==> src/inc/power_ctrl_pkg.sv <==
`default_nettype none
package power_ctrl_pkg;

    // ----------------------------------------------------------------
    // Register map
    // ----------------------------------------------------------------
    localparam logic [7:0] POWER_CONTROL_ADDR = 8'h87;
    localparam logic [7:0] AUX_CONFIG_ADDR    = 8'h88;
    localparam logic [7:0] STATUS_ADDR        = 8'h89;
    localparam logic [7:0] POWER_CONTROL_RST  = 8'h00;
    localparam logic [7:0] AUX_CONFIG_RST     = 8'h00;

    // ----------------------------------------------------------------
    // Power control field positions
    // ----------------------------------------------------------------
    localparam int IDLE_BIT     = 0;
    localparam int SLEEP_BIT    = 1;
    localparam int FLAG0_BIT    = 2;
    localparam int FLAG1_BIT    = 3;
    localparam int COLD_BIT     = 4;
    localparam int WAKE_SEL_BIT = 5;
    localparam int FE_VIEW_BIT  = 6;
    localparam int BAUD_DBL_BIT = 7;

    // ----------------------------------------------------------------
    // Auxiliary configuration field positions
    // ----------------------------------------------------------------
    localparam int WDOG_IDLE_BIT = 0;
    localparam int EXT_A_EN_BIT  = 1;
    localparam int EXT_B_EN_BIT  = 2;
    localparam int EXT_A_TRG_BIT = 3;
    localparam int EXT_B_TRG_BIT = 4;
    localparam int CRYSTAL_BIT   = 5;

    // ----------------------------------------------------------------
    // Timing
    // ----------------------------------------------------------------
    localparam int CLK_MHZ         = 50;
    localparam int SUT_MIN_US      = 16;
    localparam int SUT_MAX_US      = 16384;
    localparam int SUT_CYCLES_MAX  = SUT_MAX_US * CLK_MHZ;
    localparam int INT_RESET_CYCLES = 2;
    localparam int CNT_W           = 20;

    // Startup time table in microseconds, index {crystal, fuse1, fuse0}.
    localparam int SUT_US_TABLE [8] = '{16, 512, 1024, 4096,
                                        1024, 2048, 4096, 16384};

    typedef enum {
        ST_RUN,
        ST_IDLE,
        ST_SLEEP,
        ST_WAKE_TIMED,
        ST_WAKE_EXT,
        ST_WAKE_RESET,
        ST_INT_RESET
    } power_state_type;

    typedef struct packed {
        logic [7:0] addr;
        logic [7:0] wdata;
        logic       wr;
        logic       rd;
    } reg_req_type;

    typedef struct packed {
        logic cpu_clk_en;
        logic periph_clk_en;
        logic wdog_clk_en;
        logic osc_en;
        logic bod_en;
        logic flash_en;
        logic int_reset;
    } power_ctl_type;

endpackage : power_ctrl_pkg
`default_nettype wire

==> src/rtl/power_saving_mode_control.sv <==
// Contract
// RULE1: Idle request stops the processor clock; state, RAM and pins hold.
// RULE2: Timers and serial port keep their clocks during idle.
// RULE3: Watchdog runs in idle only when its idle-run enable is set.
// RULE4: Brown-out detector stays enabled throughout idle.
// RULE5: Any enabled interrupt or any reset ends idle.
// RULE6: Hardware clears the idle request on wake from idle.
// RULE7: Power control register at 87H, reset 000X0000, fixed bit layout.
// RULE8: Sleep stops oscillator, disables brown-out detector, powers flash down.
// RULE9: Hardware clears the sleep request on wake from power-down.
// RULE10: Power-down ends only on external reset, power-on, or enabled wake interrupt.
// RULE11: Only the two level-sensitive, enabled external pins wake power-down.
// RULE12: Timed wake: falling edge restarts oscillator, clock gated until timeout.
// RULE13: Timed wake uses fuse startup time; pin need not stay low.
// RULE14: External wake: clock released only at the pin's rising edge.
// RULE15: External source holds the wake pin low until the clock is stable.
// RULE16: Reset pin rising edge in power-down exits and starts the timer.
// RULE17: Reset low before timeout gives two-cycle reset; else held until low.
// RULE18: Cold-start flag set on power-up, software writable, kept on warm reset.
// RULE19: Baud doubler doubles serial baud rate in modes 1, 2 and 3.
// RULE20: Frame-error view select picks mode bit or frame error for bit 7.
// RULE21: Fuse bits and clock source select a 16 to 16384 us startup delay.
`timescale 1ns/10ps
`default_nettype none
module power_saving_mode_control #(
    parameter int SUT_CYCLES_DEFAULT = power_ctrl_pkg::SUT_CYCLES_MAX
) (
    input  wire logic                        i_core_clk,
    input  wire logic                        i_nrst,
    input  wire logic                        i_power_on,
    input  wire logic                        i_reset_pin,
    input  wire logic                        i_ext_irq_pin_a,
    input  wire logic                        i_ext_irq_pin_b,
    input  wire logic [1:0]                  i_sut_fuse,
    input  wire logic                        i_frame_error,
    input  wire logic                        i_serial_mode_bit_hi,
    input  wire logic [1:0]                  i_serial_mode,
    input  wire logic                        i_irq_pending,
    input  wire logic [7:0]                  i_addr,
    input  wire logic [7:0]                  i_wdata,
    input  wire logic                        i_wr,
    input  wire logic                        i_rd,
    output logic      [7:0]                  o_rdata,
    output power_ctrl_pkg::power_ctl_type    o_ctl,
    output logic                             o_baud_x2,
    output logic                             o_serial_bit7,
    output logic                             o_wake_irq_a,
    output logic                             o_wake_irq_b
);

    // ----------------------------------------------------------------
    // State
    // ----------------------------------------------------------------
    typedef struct packed {
        power_ctrl_pkg::power_state_type    state;
        logic [7:0]                         pctl;
        logic [7:0]                         aux;
        logic [2:0]                         rst_sync;
        logic [2:0]                         a_sync;
        logic [2:0]                         b_sync;
        logic [1:0]                         por_sync;
        logic [power_ctrl_pkg::CNT_W-1:0]   cnt;
        logic                               timeout;
        logic                               wake_a;
        logic                               wake_b;
        logic [7:0]                         rdata;
        power_ctrl_pkg::power_ctl_type      ctl;
        logic                               rst_short;
    } core_state_type;

    core_state_type st_reg;
    core_state_type st_next;

    localparam power_ctrl_pkg::power_state_type
        ST_RUN        = power_ctrl_pkg::ST_RUN,
        ST_IDLE       = power_ctrl_pkg::ST_IDLE,
        ST_SLEEP      = power_ctrl_pkg::ST_SLEEP,
        ST_WAKE_TIMED = power_ctrl_pkg::ST_WAKE_TIMED,
        ST_WAKE_EXT   = power_ctrl_pkg::ST_WAKE_EXT,
        ST_WAKE_RESET = power_ctrl_pkg::ST_WAKE_RESET,
        ST_INT_RESET  = power_ctrl_pkg::ST_INT_RESET;

    // RULE21: fuse delay
    // Startup delay for the current fuse and clock source, in cycles.
    function automatic logic [power_ctrl_pkg::CNT_W-1:0] sut_cycles(
        input logic [2:0] sel
    );
        int us;
        int cyc;
        us  = power_ctrl_pkg::SUT_US_TABLE[sel];
        cyc = us * power_ctrl_pkg::CLK_MHZ;
        if (cyc > SUT_CYCLES_DEFAULT)
        begin
            cyc = SUT_CYCLES_DEFAULT;
        end
        return power_ctrl_pkg::CNT_W'(cyc);
    endfunction : sut_cycles

    logic rst_pin_s;
    logic rst_rise;
    logic a_s;
    logic a_fall;
    logic a_rise;
    logic b_s;
    logic b_fall;
    logic b_rise;
    logic por_s;
    logic wake_a_ok;
    logic wake_b_ok;
    logic [2:0] sut_sel;

    assign rst_pin_s = st_reg.rst_sync[1];
    assign rst_rise  = st_reg.rst_sync[1] & ~st_reg.rst_sync[2];
    assign a_s       = st_reg.a_sync[1];
    assign a_fall    = ~st_reg.a_sync[1] & st_reg.a_sync[2];
    assign a_rise    = st_reg.a_sync[1] & ~st_reg.a_sync[2];
    assign b_s       = st_reg.b_sync[1];
    assign b_fall    = ~st_reg.b_sync[1] & st_reg.b_sync[2];
    assign b_rise    = st_reg.b_sync[1] & ~st_reg.b_sync[2];
    assign por_s     = st_reg.por_sync[1];
    assign sut_sel   = {st_reg.aux[power_ctrl_pkg::CRYSTAL_BIT], i_sut_fuse};

    // ----------------------------------------------------------------
    // Next-state logic
    // ----------------------------------------------------------------
    always_comb
    begin
        st_next = st_reg;
        st_next.rst_sync = {st_reg.rst_sync[1:0], i_reset_pin};
        st_next.a_sync   = {st_reg.a_sync[1:0], i_ext_irq_pin_a};
        st_next.b_sync   = {st_reg.b_sync[1:0], i_ext_irq_pin_b};
        st_next.por_sync = {st_reg.por_sync[0], i_power_on};
        st_next.rdata    = 8'h00;

        // RULE11: level wake pins
        wake_a_ok = st_reg.aux[power_ctrl_pkg::EXT_A_EN_BIT]
                  & ~st_reg.aux[power_ctrl_pkg::EXT_A_TRG_BIT];
        wake_b_ok = st_reg.aux[power_ctrl_pkg::EXT_B_EN_BIT]
                  & ~st_reg.aux[power_ctrl_pkg::EXT_B_TRG_BIT];

        // RULE7: register writes
        if (i_wr && i_addr == power_ctrl_pkg::POWER_CONTROL_ADDR)
        begin
            st_next.pctl = i_wdata;
        end
        if (i_wr && i_addr == power_ctrl_pkg::AUX_CONFIG_ADDR)
        begin
            st_next.aux = {2'h0, i_wdata[5:0]};
        end

        // Startup countdown shared by every timed wake.
        if (st_reg.cnt != '0)
        begin
            st_next.cnt = st_reg.cnt - 1'b1;
        end
        st_next.timeout = (st_reg.cnt == {{(power_ctrl_pkg::CNT_W-1){1'b0}},
                                          1'b1});

        case (st_reg.state)
            ST_RUN:
            begin
                st_next.wake_a = 1'b0;
                st_next.wake_b = 1'b0;
                // RULE8: sleep takes priority
                if (st_reg.pctl[power_ctrl_pkg::SLEEP_BIT])
                begin
                    st_next.state = ST_SLEEP;
                end
                else if (st_reg.pctl[power_ctrl_pkg::IDLE_BIT])
                begin
                    st_next.state = ST_IDLE;
                end
            end
            ST_IDLE:
            begin
                // RULE5: idle exit
                if (i_irq_pending || rst_pin_s)
                begin
                    // RULE6: clear idle request
                    st_next.pctl[power_ctrl_pkg::IDLE_BIT] = 1'b0;
                    st_next.state = ST_RUN;
                end
            end
            ST_SLEEP:
            begin
                // RULE16: reset pin exit
                if (rst_rise)
                begin
                    st_next.cnt   = sut_cycles(sut_sel);
                    st_next.state = ST_WAKE_RESET;
                end
                // RULE10: interrupt exit
                else if ((a_fall && wake_a_ok) || (b_fall && wake_b_ok))
                begin
                    st_next.wake_a = a_fall & wake_a_ok;
                    st_next.wake_b = b_fall & wake_b_ok;
                    // RULE12: timed or external
                    if (st_reg.pctl[power_ctrl_pkg::WAKE_SEL_BIT])
                    begin
                        // RULE13: fuse time
                        st_next.cnt   = sut_cycles(sut_sel);
                        st_next.state = ST_WAKE_TIMED;
                    end
                    else
                    begin
                        st_next.state = ST_WAKE_EXT;
                    end
                end
            end
            ST_WAKE_TIMED:
            begin
                if (st_reg.timeout)
                begin
                    // RULE9: clear sleep request
                    st_next.pctl[power_ctrl_pkg::SLEEP_BIT] = 1'b0;
                    st_next.state = ST_RUN;
                end
            end
            ST_WAKE_EXT:
            begin
                // RULE14: release on rising edge
                if ((st_reg.wake_a && a_rise) || (st_reg.wake_b && b_rise))
                begin
                    st_next.pctl[power_ctrl_pkg::SLEEP_BIT] = 1'b0;
                    st_next.state = ST_RUN;
                end
            end
            ST_WAKE_RESET:
            begin
                // RULE17: short or held reset
                if (!rst_pin_s && st_reg.cnt != '0 && !st_reg.rst_short)
                begin
                    st_next.state = ST_INT_RESET;
                end
                else if (!rst_pin_s && st_reg.cnt == '0)
                begin
                    st_next.rst_short = 1'b0;
                    st_next.pctl  = st_reg.pctl &
                                    (8'h01 << power_ctrl_pkg::COLD_BIT);
                    st_next.state = ST_RUN;
                end
            end
            ST_INT_RESET:
            begin
                if (st_reg.cnt == '0)
                begin
                    st_next.cnt = power_ctrl_pkg::CNT_W'(
                                  power_ctrl_pkg::INT_RESET_CYCLES);
                    st_next.pctl  = st_reg.pctl &
                                    (8'h01 << power_ctrl_pkg::COLD_BIT);
                    st_next.rst_short = 1'b1;
                    st_next.state = ST_WAKE_RESET;
                end
            end
            default:
            begin
                st_next.state = ST_RUN;
            end
        endcase

        // Reset pin held outside power-down is a warm reset of the fields.
        if (rst_pin_s && st_reg.state != ST_SLEEP
            && st_reg.state != ST_WAKE_RESET && st_reg.state != ST_INT_RESET)
        begin
            // RULE18: warm reset keeps flag
            st_next.pctl  = st_reg.pctl & (8'h01 << power_ctrl_pkg::COLD_BIT);
            st_next.state = ST_RUN;
        end
        // RULE18: cold start sets flag
        if (por_s)
        begin
            st_next.pctl  = 8'h01 << power_ctrl_pkg::COLD_BIT;
            st_next.aux   = power_ctrl_pkg::AUX_CONFIG_RST;
            st_next.state = ST_RUN;
            st_next.cnt   = '0;
        end

        // Register reads.
        if (i_rd)
        begin
            case (i_addr)
                power_ctrl_pkg::POWER_CONTROL_ADDR: st_next.rdata = st_reg.pctl;
                power_ctrl_pkg::AUX_CONFIG_ADDR:    st_next.rdata = st_reg.aux;
                power_ctrl_pkg::STATUS_ADDR:
                    st_next.rdata = {5'h00, 3'(st_reg.state)};
                default:                            st_next.rdata = 8'h00;
            endcase
        end

        // RULE1: processor clock gate
        st_next.ctl.cpu_clk_en = (st_next.state == ST_RUN);
        // RULE2: peripherals run in idle
        st_next.ctl.periph_clk_en = (st_next.state == ST_RUN)
                                  || (st_next.state == ST_IDLE);
        // RULE3: watchdog idle run
        st_next.ctl.wdog_clk_en = (st_next.state == ST_RUN)
            || ((st_next.state == ST_IDLE)
                && st_next.aux[power_ctrl_pkg::WDOG_IDLE_BIT]);
        // RULE8: oscillator and flash off
        st_next.ctl.osc_en   = (st_next.state != ST_SLEEP);
        st_next.ctl.flash_en = (st_next.state != ST_SLEEP);
        // RULE4: brown-out on in idle
        st_next.ctl.bod_en   = (st_next.state != ST_SLEEP);
        st_next.ctl.int_reset = (st_next.state == ST_INT_RESET)
                              || (st_next.state == ST_WAKE_RESET);
    end

    // ----------------------------------------------------------------
    // State register
    // ----------------------------------------------------------------
    always_ff @(posedge i_core_clk)
    begin
        if (!i_nrst)
        begin
            st_reg       <= '0;
            st_reg.state <= ST_RUN;
            st_reg.pctl  <= power_ctrl_pkg::POWER_CONTROL_RST;
            st_reg.aux   <= power_ctrl_pkg::AUX_CONFIG_RST;
            st_reg.ctl   <= 7'h7E;
            st_reg.a_sync <= '1;
            st_reg.b_sync <= '1;
        end
        else
        begin
            st_reg <= st_next;
        end
    end

    // ----------------------------------------------------------------
    // Outputs
    // ----------------------------------------------------------------
    assign o_rdata      = st_reg.rdata;
    assign o_ctl        = st_reg.ctl;
    assign o_wake_irq_a = st_reg.wake_a;
    assign o_wake_irq_b = st_reg.wake_b;

    // RULE19: baud doubler in modes 1-3
    assign o_baud_x2 = st_reg.pctl[power_ctrl_pkg::BAUD_DBL_BIT]
                     & (i_serial_mode != 2'h0);
    // RULE20: frame error view select
    assign o_serial_bit7 = st_reg.pctl[power_ctrl_pkg::FE_VIEW_BIT]
                         ? i_frame_error : i_serial_mode_bit_hi;

endmodule : power_saving_mode_control
`default_nettype wire

==> config.mk <==
export PLATFORM = sky130hd
export DESIGN_NAME = power_saving_mode_control
export DESIGN_NICKNAME = d
export VERILOG_FILES = /design/src/inc/power_ctrl_pkg.sv /design/src/rtl/power_saving_mode_control.sv
export SDC_FILE = /design/constraint.sdc
export NUM_CORES = 1
export LEC_CHECK = 0
export ABC_AREA = 0
export BUFFER_PORTS_ARGS = -buffer_cell sky130_fd_sc_hd__buf_4
export CORE_MARGIN = 2
export CORE_UTILIZATION = 55
export DETAILED_ROUTE_END_ITERATION = 6
export PLACE_DENSITY = 0.81
export SKIP_CTS_REPAIR_TIMING = 1
export SYNTH_ARGS = -nofsm -noshare
export SYNTH_HDL_FRONTEND = slang
export SYNTH_SLANG_ARGS = --single-unit
==> constraint.sdc <==
create_clock -name i_core_clk -period 4.5 [get_ports i_core_clk]
set_clock_uncertainty 0.1 [all_clocks]
set_input_delay 0.675 -clock i_core_clk [delete_from_list [all_inputs] [get_ports i_core_clk]]
set_output_delay 0.675 -clock i_core_clk [all_outputs]
set_load 0.01 [all_outputs]
Word-level counts from Yosys, hierarchy flattened
Memory sizes are Yosys's and may differ from the RTL's.
Index checks and enable logic that the tools add are counted.
{"block": "classes", "addsub": 1, "mul": 1, "magnitude_cmp": 2, "eq_ne": 25, "mux": 41, "bitwise": 19, "reduce_logical": 34}
{"op": "$mux W32", "count": 10}
{"op": "$pmux W32 S7", "count": 1}
{"op": "$mux W20", "count": 6}
{"op": "$mux W40", "count": 3}
{"op": "$eq A32 B2 Y1 const B", "count": 3}
{"op": "$eq A32 B3 Y1 const B", "count": 3}
{"op": "$eq A32 B4 Y1 const B", "count": 2}
{"op": "$logic_not A32 Y1", "count": 2}
{"op": "$ne A32 B3 Y1 const B", "count": 2}
{"op": "$ne A32 B4 Y1 const B", "count": 2}
{"op": "$mux W48", "count": 1}
{"op": "$pmux W20 S2", "count": 1}
{"op": "$eq A32 B1 Y1 const B", "count": 1}
{"op": "$gt A32 B21 Y1 const B", "count": 1}
{"op": "$mul A32 B6 Y31 const B", "count": 1}
{"op": "$eq A8 B8 Y1 const B", "count": 3}
{"op": "$pmux W8 S3", "count": 1}
{"op": "$eq A20 B1 Y1 const B", "count": 1}
{"op": "$logic_not A20 Y1", "count": 1}
{"op": "$reduce_bool A20 Y1", "count": 1}
{"op": "$sub A20 B1 Y20 const B", "count": 1}
{"op": "$mux W8", "count": 2}
{"op": "$logic_and A1 B1 Y1", "count": 13}
{"op": "$ne A2 B2 Y1 const B", "count": 6}
{"op": "23 further kinds", "count": 55}
{"block": "totals", "register_bits": 94, "mem_bits_ro": 256, "inputBits": 31, "output_inout_bits": 19, "elab_cells": 144, "memories": 1}
{"memory": "(name not given)", "depth": 8, "width": 32, "read_ports": 1, "rd_ports_with_merged_regs": 0, "write_ports": 0, "line_no": "power_saving_mode_control.sv:90", "source": "us = power_ctrl_pkg::SUT_US_TABLE[sel];"}

Longest topological paths before layout
{"block": "depth", "depth_word": 12, "ltp_mapped": 15, "mapped_depth_nobuf": 14}

Least setup slack after synthesis
Ideal clock, no wire load.
{"block": "synth_path", "path_type": "input -> register", "startpoint": "input port i_sut_fuse[0]", "endpoint": "register st_reg[34] (netlist name)", "setup_ps": 119, "arrival_time_ps": 3726, "required_time_ps": 4281, "slack_ps": 556, "cell_stages": 13, "path_buffers": 1, "path_cell_list": "clkbuf_1 -> nor3b_1 -> ha_1 -> inv_1 -> fa_1 -> inv_1 -> ha_1 -> ha_1 -> nor4b_1 -> o2111ai_1 -> o41ai_1 -> nand2_1 -> o221a_2"}
{"block": "synth_via", "elab_chain_cells": 11}
{"item": "start: declaration", "line_no": "power_saving_mode_control.sv:34", "source": "input wire logic [1:0] i_sut_fuse,"}
{"item": "$not A3 Y4 (implied by the code) *", "line_no": "power_saving_mode_control.sv:90"}
{"item": "$mem_v2 Z8 W32 *"}
{"item": "$mux W32 (implied by the code) * (2 in series)", "line_no": "power_saving_mode_control.sv:90"}
{"item": "$mul A32 B6 Y31 *", "line_no": "power_saving_mode_control.sv:91", "source": "cyc = us * power_ctrl_pkg::CLK_MHZ;"}
{"item": "$gt A32 B21 Y1", "line_no": "power_saving_mode_control.sv:92", "source": "if (cyc > SUT_CYCLES_DEFAULT)"}
{"item": "$mux W20 *", "line_no": "power_saving_mode_control.sv:92"}
{"item": "$mux W20", "line_no": "power_saving_mode_control.sv:198", "source": "if (st_reg.pctl[power_ctrl_pkg::WAKE_SEL_BIT])"}
{"item": "$mux W20", "line_no": "power_saving_mode_control.sv:193", "source": "else if ((a_fall && wake_a_ok) || (b_fall && wake_b_ok))"}
{"item": "$mux W20 *", "line_no": "power_saving_mode_control.sv:187", "source": "if (rst_rise)"}
{"item": "$pmux W20 S2 *", "line_no": "power_saving_mode_control.sv:159", "source": "case (st_reg.state)"}
{"item": "end signal: assignment", "line_no": "power_saving_mode_control.sv:325", "source": "st_reg <= st_next;"}
{"item": "end: declaration", "line_no": "power_saving_mode_control.sv:71", "source": "core_state_type st_reg;"}
Every way passes the cells marked *; elsewhere a longest branch is shown, timed or not. The select of a mux whose other input is x is not followed.
A chain may end at the register's enable or synchronous reset.

Worst setup path after layout
{"block": "layout_path", "startpoint": "register st_reg[55] (netlist name)", "endpoint": "register st_reg[34] (netlist name)"}
{"block": "layout_via", "elab_chain_cells": 11}
{"item": "$not A3 Y4 (implied by the code) *", "line_no": "power_saving_mode_control.sv:90"}
{"item": "$mem_v2 Z8 W32 *"}
{"item": "$mux W32 (implied by the code) * (2 in series)", "line_no": "power_saving_mode_control.sv:90"}
{"item": "$mul A32 B6 Y31 *", "line_no": "power_saving_mode_control.sv:91"}
{"item": "$gt A32 B21 Y1", "line_no": "power_saving_mode_control.sv:92"}
{"item": "$mux W20 *", "line_no": "power_saving_mode_control.sv:92"}
{"item": "$mux W20", "line_no": "power_saving_mode_control.sv:198"}
{"item": "$mux W20", "line_no": "power_saving_mode_control.sv:193"}
{"item": "$mux W20 *", "line_no": "power_saving_mode_control.sv:187"}
{"item": "$pmux W20 S2 *", "line_no": "power_saving_mode_control.sv:159"}
Marked as above.

==> flow_summary.ini <==
[synth]
synth_top_area_share_pct = 43.5
post_synth_main_area_contributors = dfxtp_1, ha_1, nor2_1
synth_warn = 0
synthDominantAreaCellType = dfxtp_1
synth.yosys.seq_area_share_pct = 43.5
synthesis.area_per_instance_sq_um = 9.01
syn-cell-area_sq_mm = 0.00432
synth_edf_count = 0
synth_cell_type_count = 63
async_flop_share_pct = 0
postSynth.topFlopCell = dfxtp_1
yosys_register_bits = 94
synthCells = 480

[power_and_ir_drop]
pwr_density_cell_mw_per_mm2 = 443
cellLeakagePower_uw = 0.00205
power.total_uw = 2200
ir_drop_uv = 218

[route]
vias_per_cell = 5.63
post_drt_wl_per_cell_um = 15.1
wl_final_um = 9720
antenna_violating_nets_post_route = 0
drc = 0
drt_first_iter_violations = 364
dr.pass1.iters = 5
detailed_route_via_count = 3624

[worst_setup_path]
crit_path_start_kind = flip-flop
worst_path_most_repeated_cell = ha_1
critical_path.n_buffers_inverters = 2
critical_path_peak_fanout = 9
crit_path_end_kind = flip-flop
crit_required_ns = 4.67
crit_slowest_cell = o41ai_1
crit_chain = xnor2_1 > nor2_1 > ha_1 > inv_1 > fa_1 > inv_1 > ha_1 > ha_1 > nor4b_1 > o2111ai_1 > o41ai_1 > nand2_1 > o221a_2
worst-setup-path-type = reg2reg
cpPeakStageDelay_ns = 0.74
cp_top_family = adder cells
worst_ep_arrival_time_ns = 4.25

[timing]
worst_pin_slew_ns = 0.918
maxClockFrequency_ghz = 0.245
finalHoldViolations = 0
drv_slew = 0
number_of_failing_setup_endpoints_in_the_final_timing_report = 0
finalSetupTns_ns = 0
post_route_fraction_of_the_period_consumed_by_the_critical_path_pct = 90.7
minimum_period_implied_by_the_final_worst_setup_slack_ns = 4.08
rsz0062_at_grt = no
worst_slew_margin_rel_pct = 38.3

[clocking]
cts_made_buffers = 9
cts_htree_levels = 3
tritoncts = built
clock_latency_ns = 0.37
clock_slew_at_reported_path_ffs_ns = 0.10
maximum_count_of_clock_buffers_along_a_single_path = 2
number_of_clock_sinks = 94
ctsRootBufferMaster = clkbuf_8

[die]
placeable_area_sq_mm = 0.00769
die_area_sq_mm = 0.00858
boundaryPins = 50
floorplan.die.height_um = 92.7
dieWidth_um = 92.7
num_rows = 32
initial_core_util_pct = 56.2

[global_routing]
grt_max_degree = 28
via_count_of_the_first_global_routing_pass = 3477
antenna_found_initial = 0
grt_pass1_wl_um = 16300
grt_use_total_pct = 24.0
leftover_overflow_at_the_end_of_global_routing = 0

[final_layout]
fillers = 701
max_reg_flops = 71
finish.utilization_pct = 64.5
syn2layout_area_growth_pct = 14.7
nets = 587
layout-drive-gt1-share_pct = 15.1
insertedDiodeCount = 0

[placement]
finalWeightedCongestion = 0.951
dpl.hpwl_um = 7050
portBuffers = 49

[outcome]
status = complete, no violations

[worst_hold_path]
min_path_type = reg2reg

[job]
max_capacitance_violation_count = 0
power breakdown:
part | leakage [uW] | internal [uW] | switching (uW)
registers | 0.000773 | 907 | 71.6
clock network | 0.0000985 | 220 | 329
logic | 0.00118 | 281 | 390
layout make-up:
type                       instances  area [sq um]  share of cell area (%)
multi-input combinational        366          2310                    46.6
sequential                        94          1880                    37.9
timing repair buffer              51           383                    7.72
tap                              102           128                    2.57
clock buffer                       9           124                    2.50
clock inverter                     7          75.1                    1.51
inverter                          15          56.3                    1.14
cell usage in the layout, fill, tap and decap left out, types with 3 or more instances in the layout:
cell type  count
nor3b_1        4
and3_1         8
nor2_1        43
a32oi_1        4
clkbuf_8       9
a311oi_1       3
xnor2_1        9
o21a_1         4
nand3b_1       4
a21boi_0       3
a31oi_1        3
and4_1         3
nand3_1       18
mux2i_1        3
inv_8          3
a21oi_1       23
o22ai_1        3
nor3_1        14
buf_4         51
o21ai_0        9
mux2_2         6
ha_1          18
o211ai_1       3
nor4_1        13
nand4_1       10
nor2b_1        6
xor2_1        10
nand2_1       41
conb_1        29
dfxtp_1       94
o2111ai_1      4
nand2b_1      10
a22oi_1        9
and2_1        14
inv_1         15
Yosys cell counts, types with 9 or more instances:
cell type / instances
dfxtp_1: 94
clkbuf_1: 15
o21ai_0: 9
ha_1: 18
xor2_1: 10
xnor2_1: 9
nor3_1: 14
nand2b_1: 10
and2_1: 14
nand4_1: 10
nand2_1: 41
a21oi_1: 23
nand3_1: 18
buf_4: 15
nor2_1: 43
a22oi_1: 9
inv_1: 15
nor4_1: 13
worst register-to-register path, delay by kind of cell (launching register included):
kind / cells / cell delay, ns
AO/OA/AOI/OAI: 3 / 1.20
XOR/XNOR: 1 / 0.20
AND/OR/NAND/NOR: 3 / 0.52
buffers and inverters: 2 / 0.09
flip-flops: 1 / 0.57
adder cells (fa/ha/maj): 4 / 1.30
path summary, 6_finish.rpt:
check / to / depth (start not counted) / startpoint / slack, ns
setup reg to reg: st_reg[34] / 13 / st_reg[55] / 0.42
hold / removal: a_s / 1 / st_next[45] / 0.31
hold reg to reg: a_s / 1 / st_next[45] / 0.31
setup / recovery: st_reg[34] / 13 / st_reg[55] / 0.42
per-stage QoR:
stage | worst slack (ns) | hold WS [ns] | area, sq um | std cells
finish | 0.417 | 0.315 | 4960 | 644
global route | 0.233 | 0.340 | 4960 | 644
CTS | 0.457 | 0.317 | 4960 | 644
detailed placement | 0.242 | 0.294 | 4760 | 628
global placement | 0.458 | 0.290 | 4760 | 628
floorplan | 0.556 | 0.286 | 4430 | 508
kinds of logic (layout without fill, tap and decap cells):
| group | Yosys count | in the layout | synth area share, % |
|---|---|---|---|
| AND/OR/NAND/NOR | 204 | 204 | 25.4 |
| flip-flops | 94 | 94 | 43.5 |
| AO/OA/AOI/OAI | 86 | 86 | 13.7 |
| buffers and inverters | 48 | 82 | 5.53 |
| adder cells (fa/ha/maj) | 19 | 19 | 5.67 |
| XOR/XNOR | 19 | 19 | 3.85 |
| multiplexers | 9 | 9 | 2.26 |
| other | 1 | 29 | 0.0867 |
routing by layer:
| layer | vias to the layer above | track usage, % | routed length, um |
|---|---|---|---|
| met5 | - | 0 | 0 |
| met4 | 0 | 7.48 | 174 |
| met3 | 20 | 5.04 | 621 |
| met2 | 136 | 37.9 | 4470 |
| met1 | 1668 | 33.1 | 4460 |
| li1 | 1800 | - | - |
Note: power is estimated with default switching activity, not from simulation.
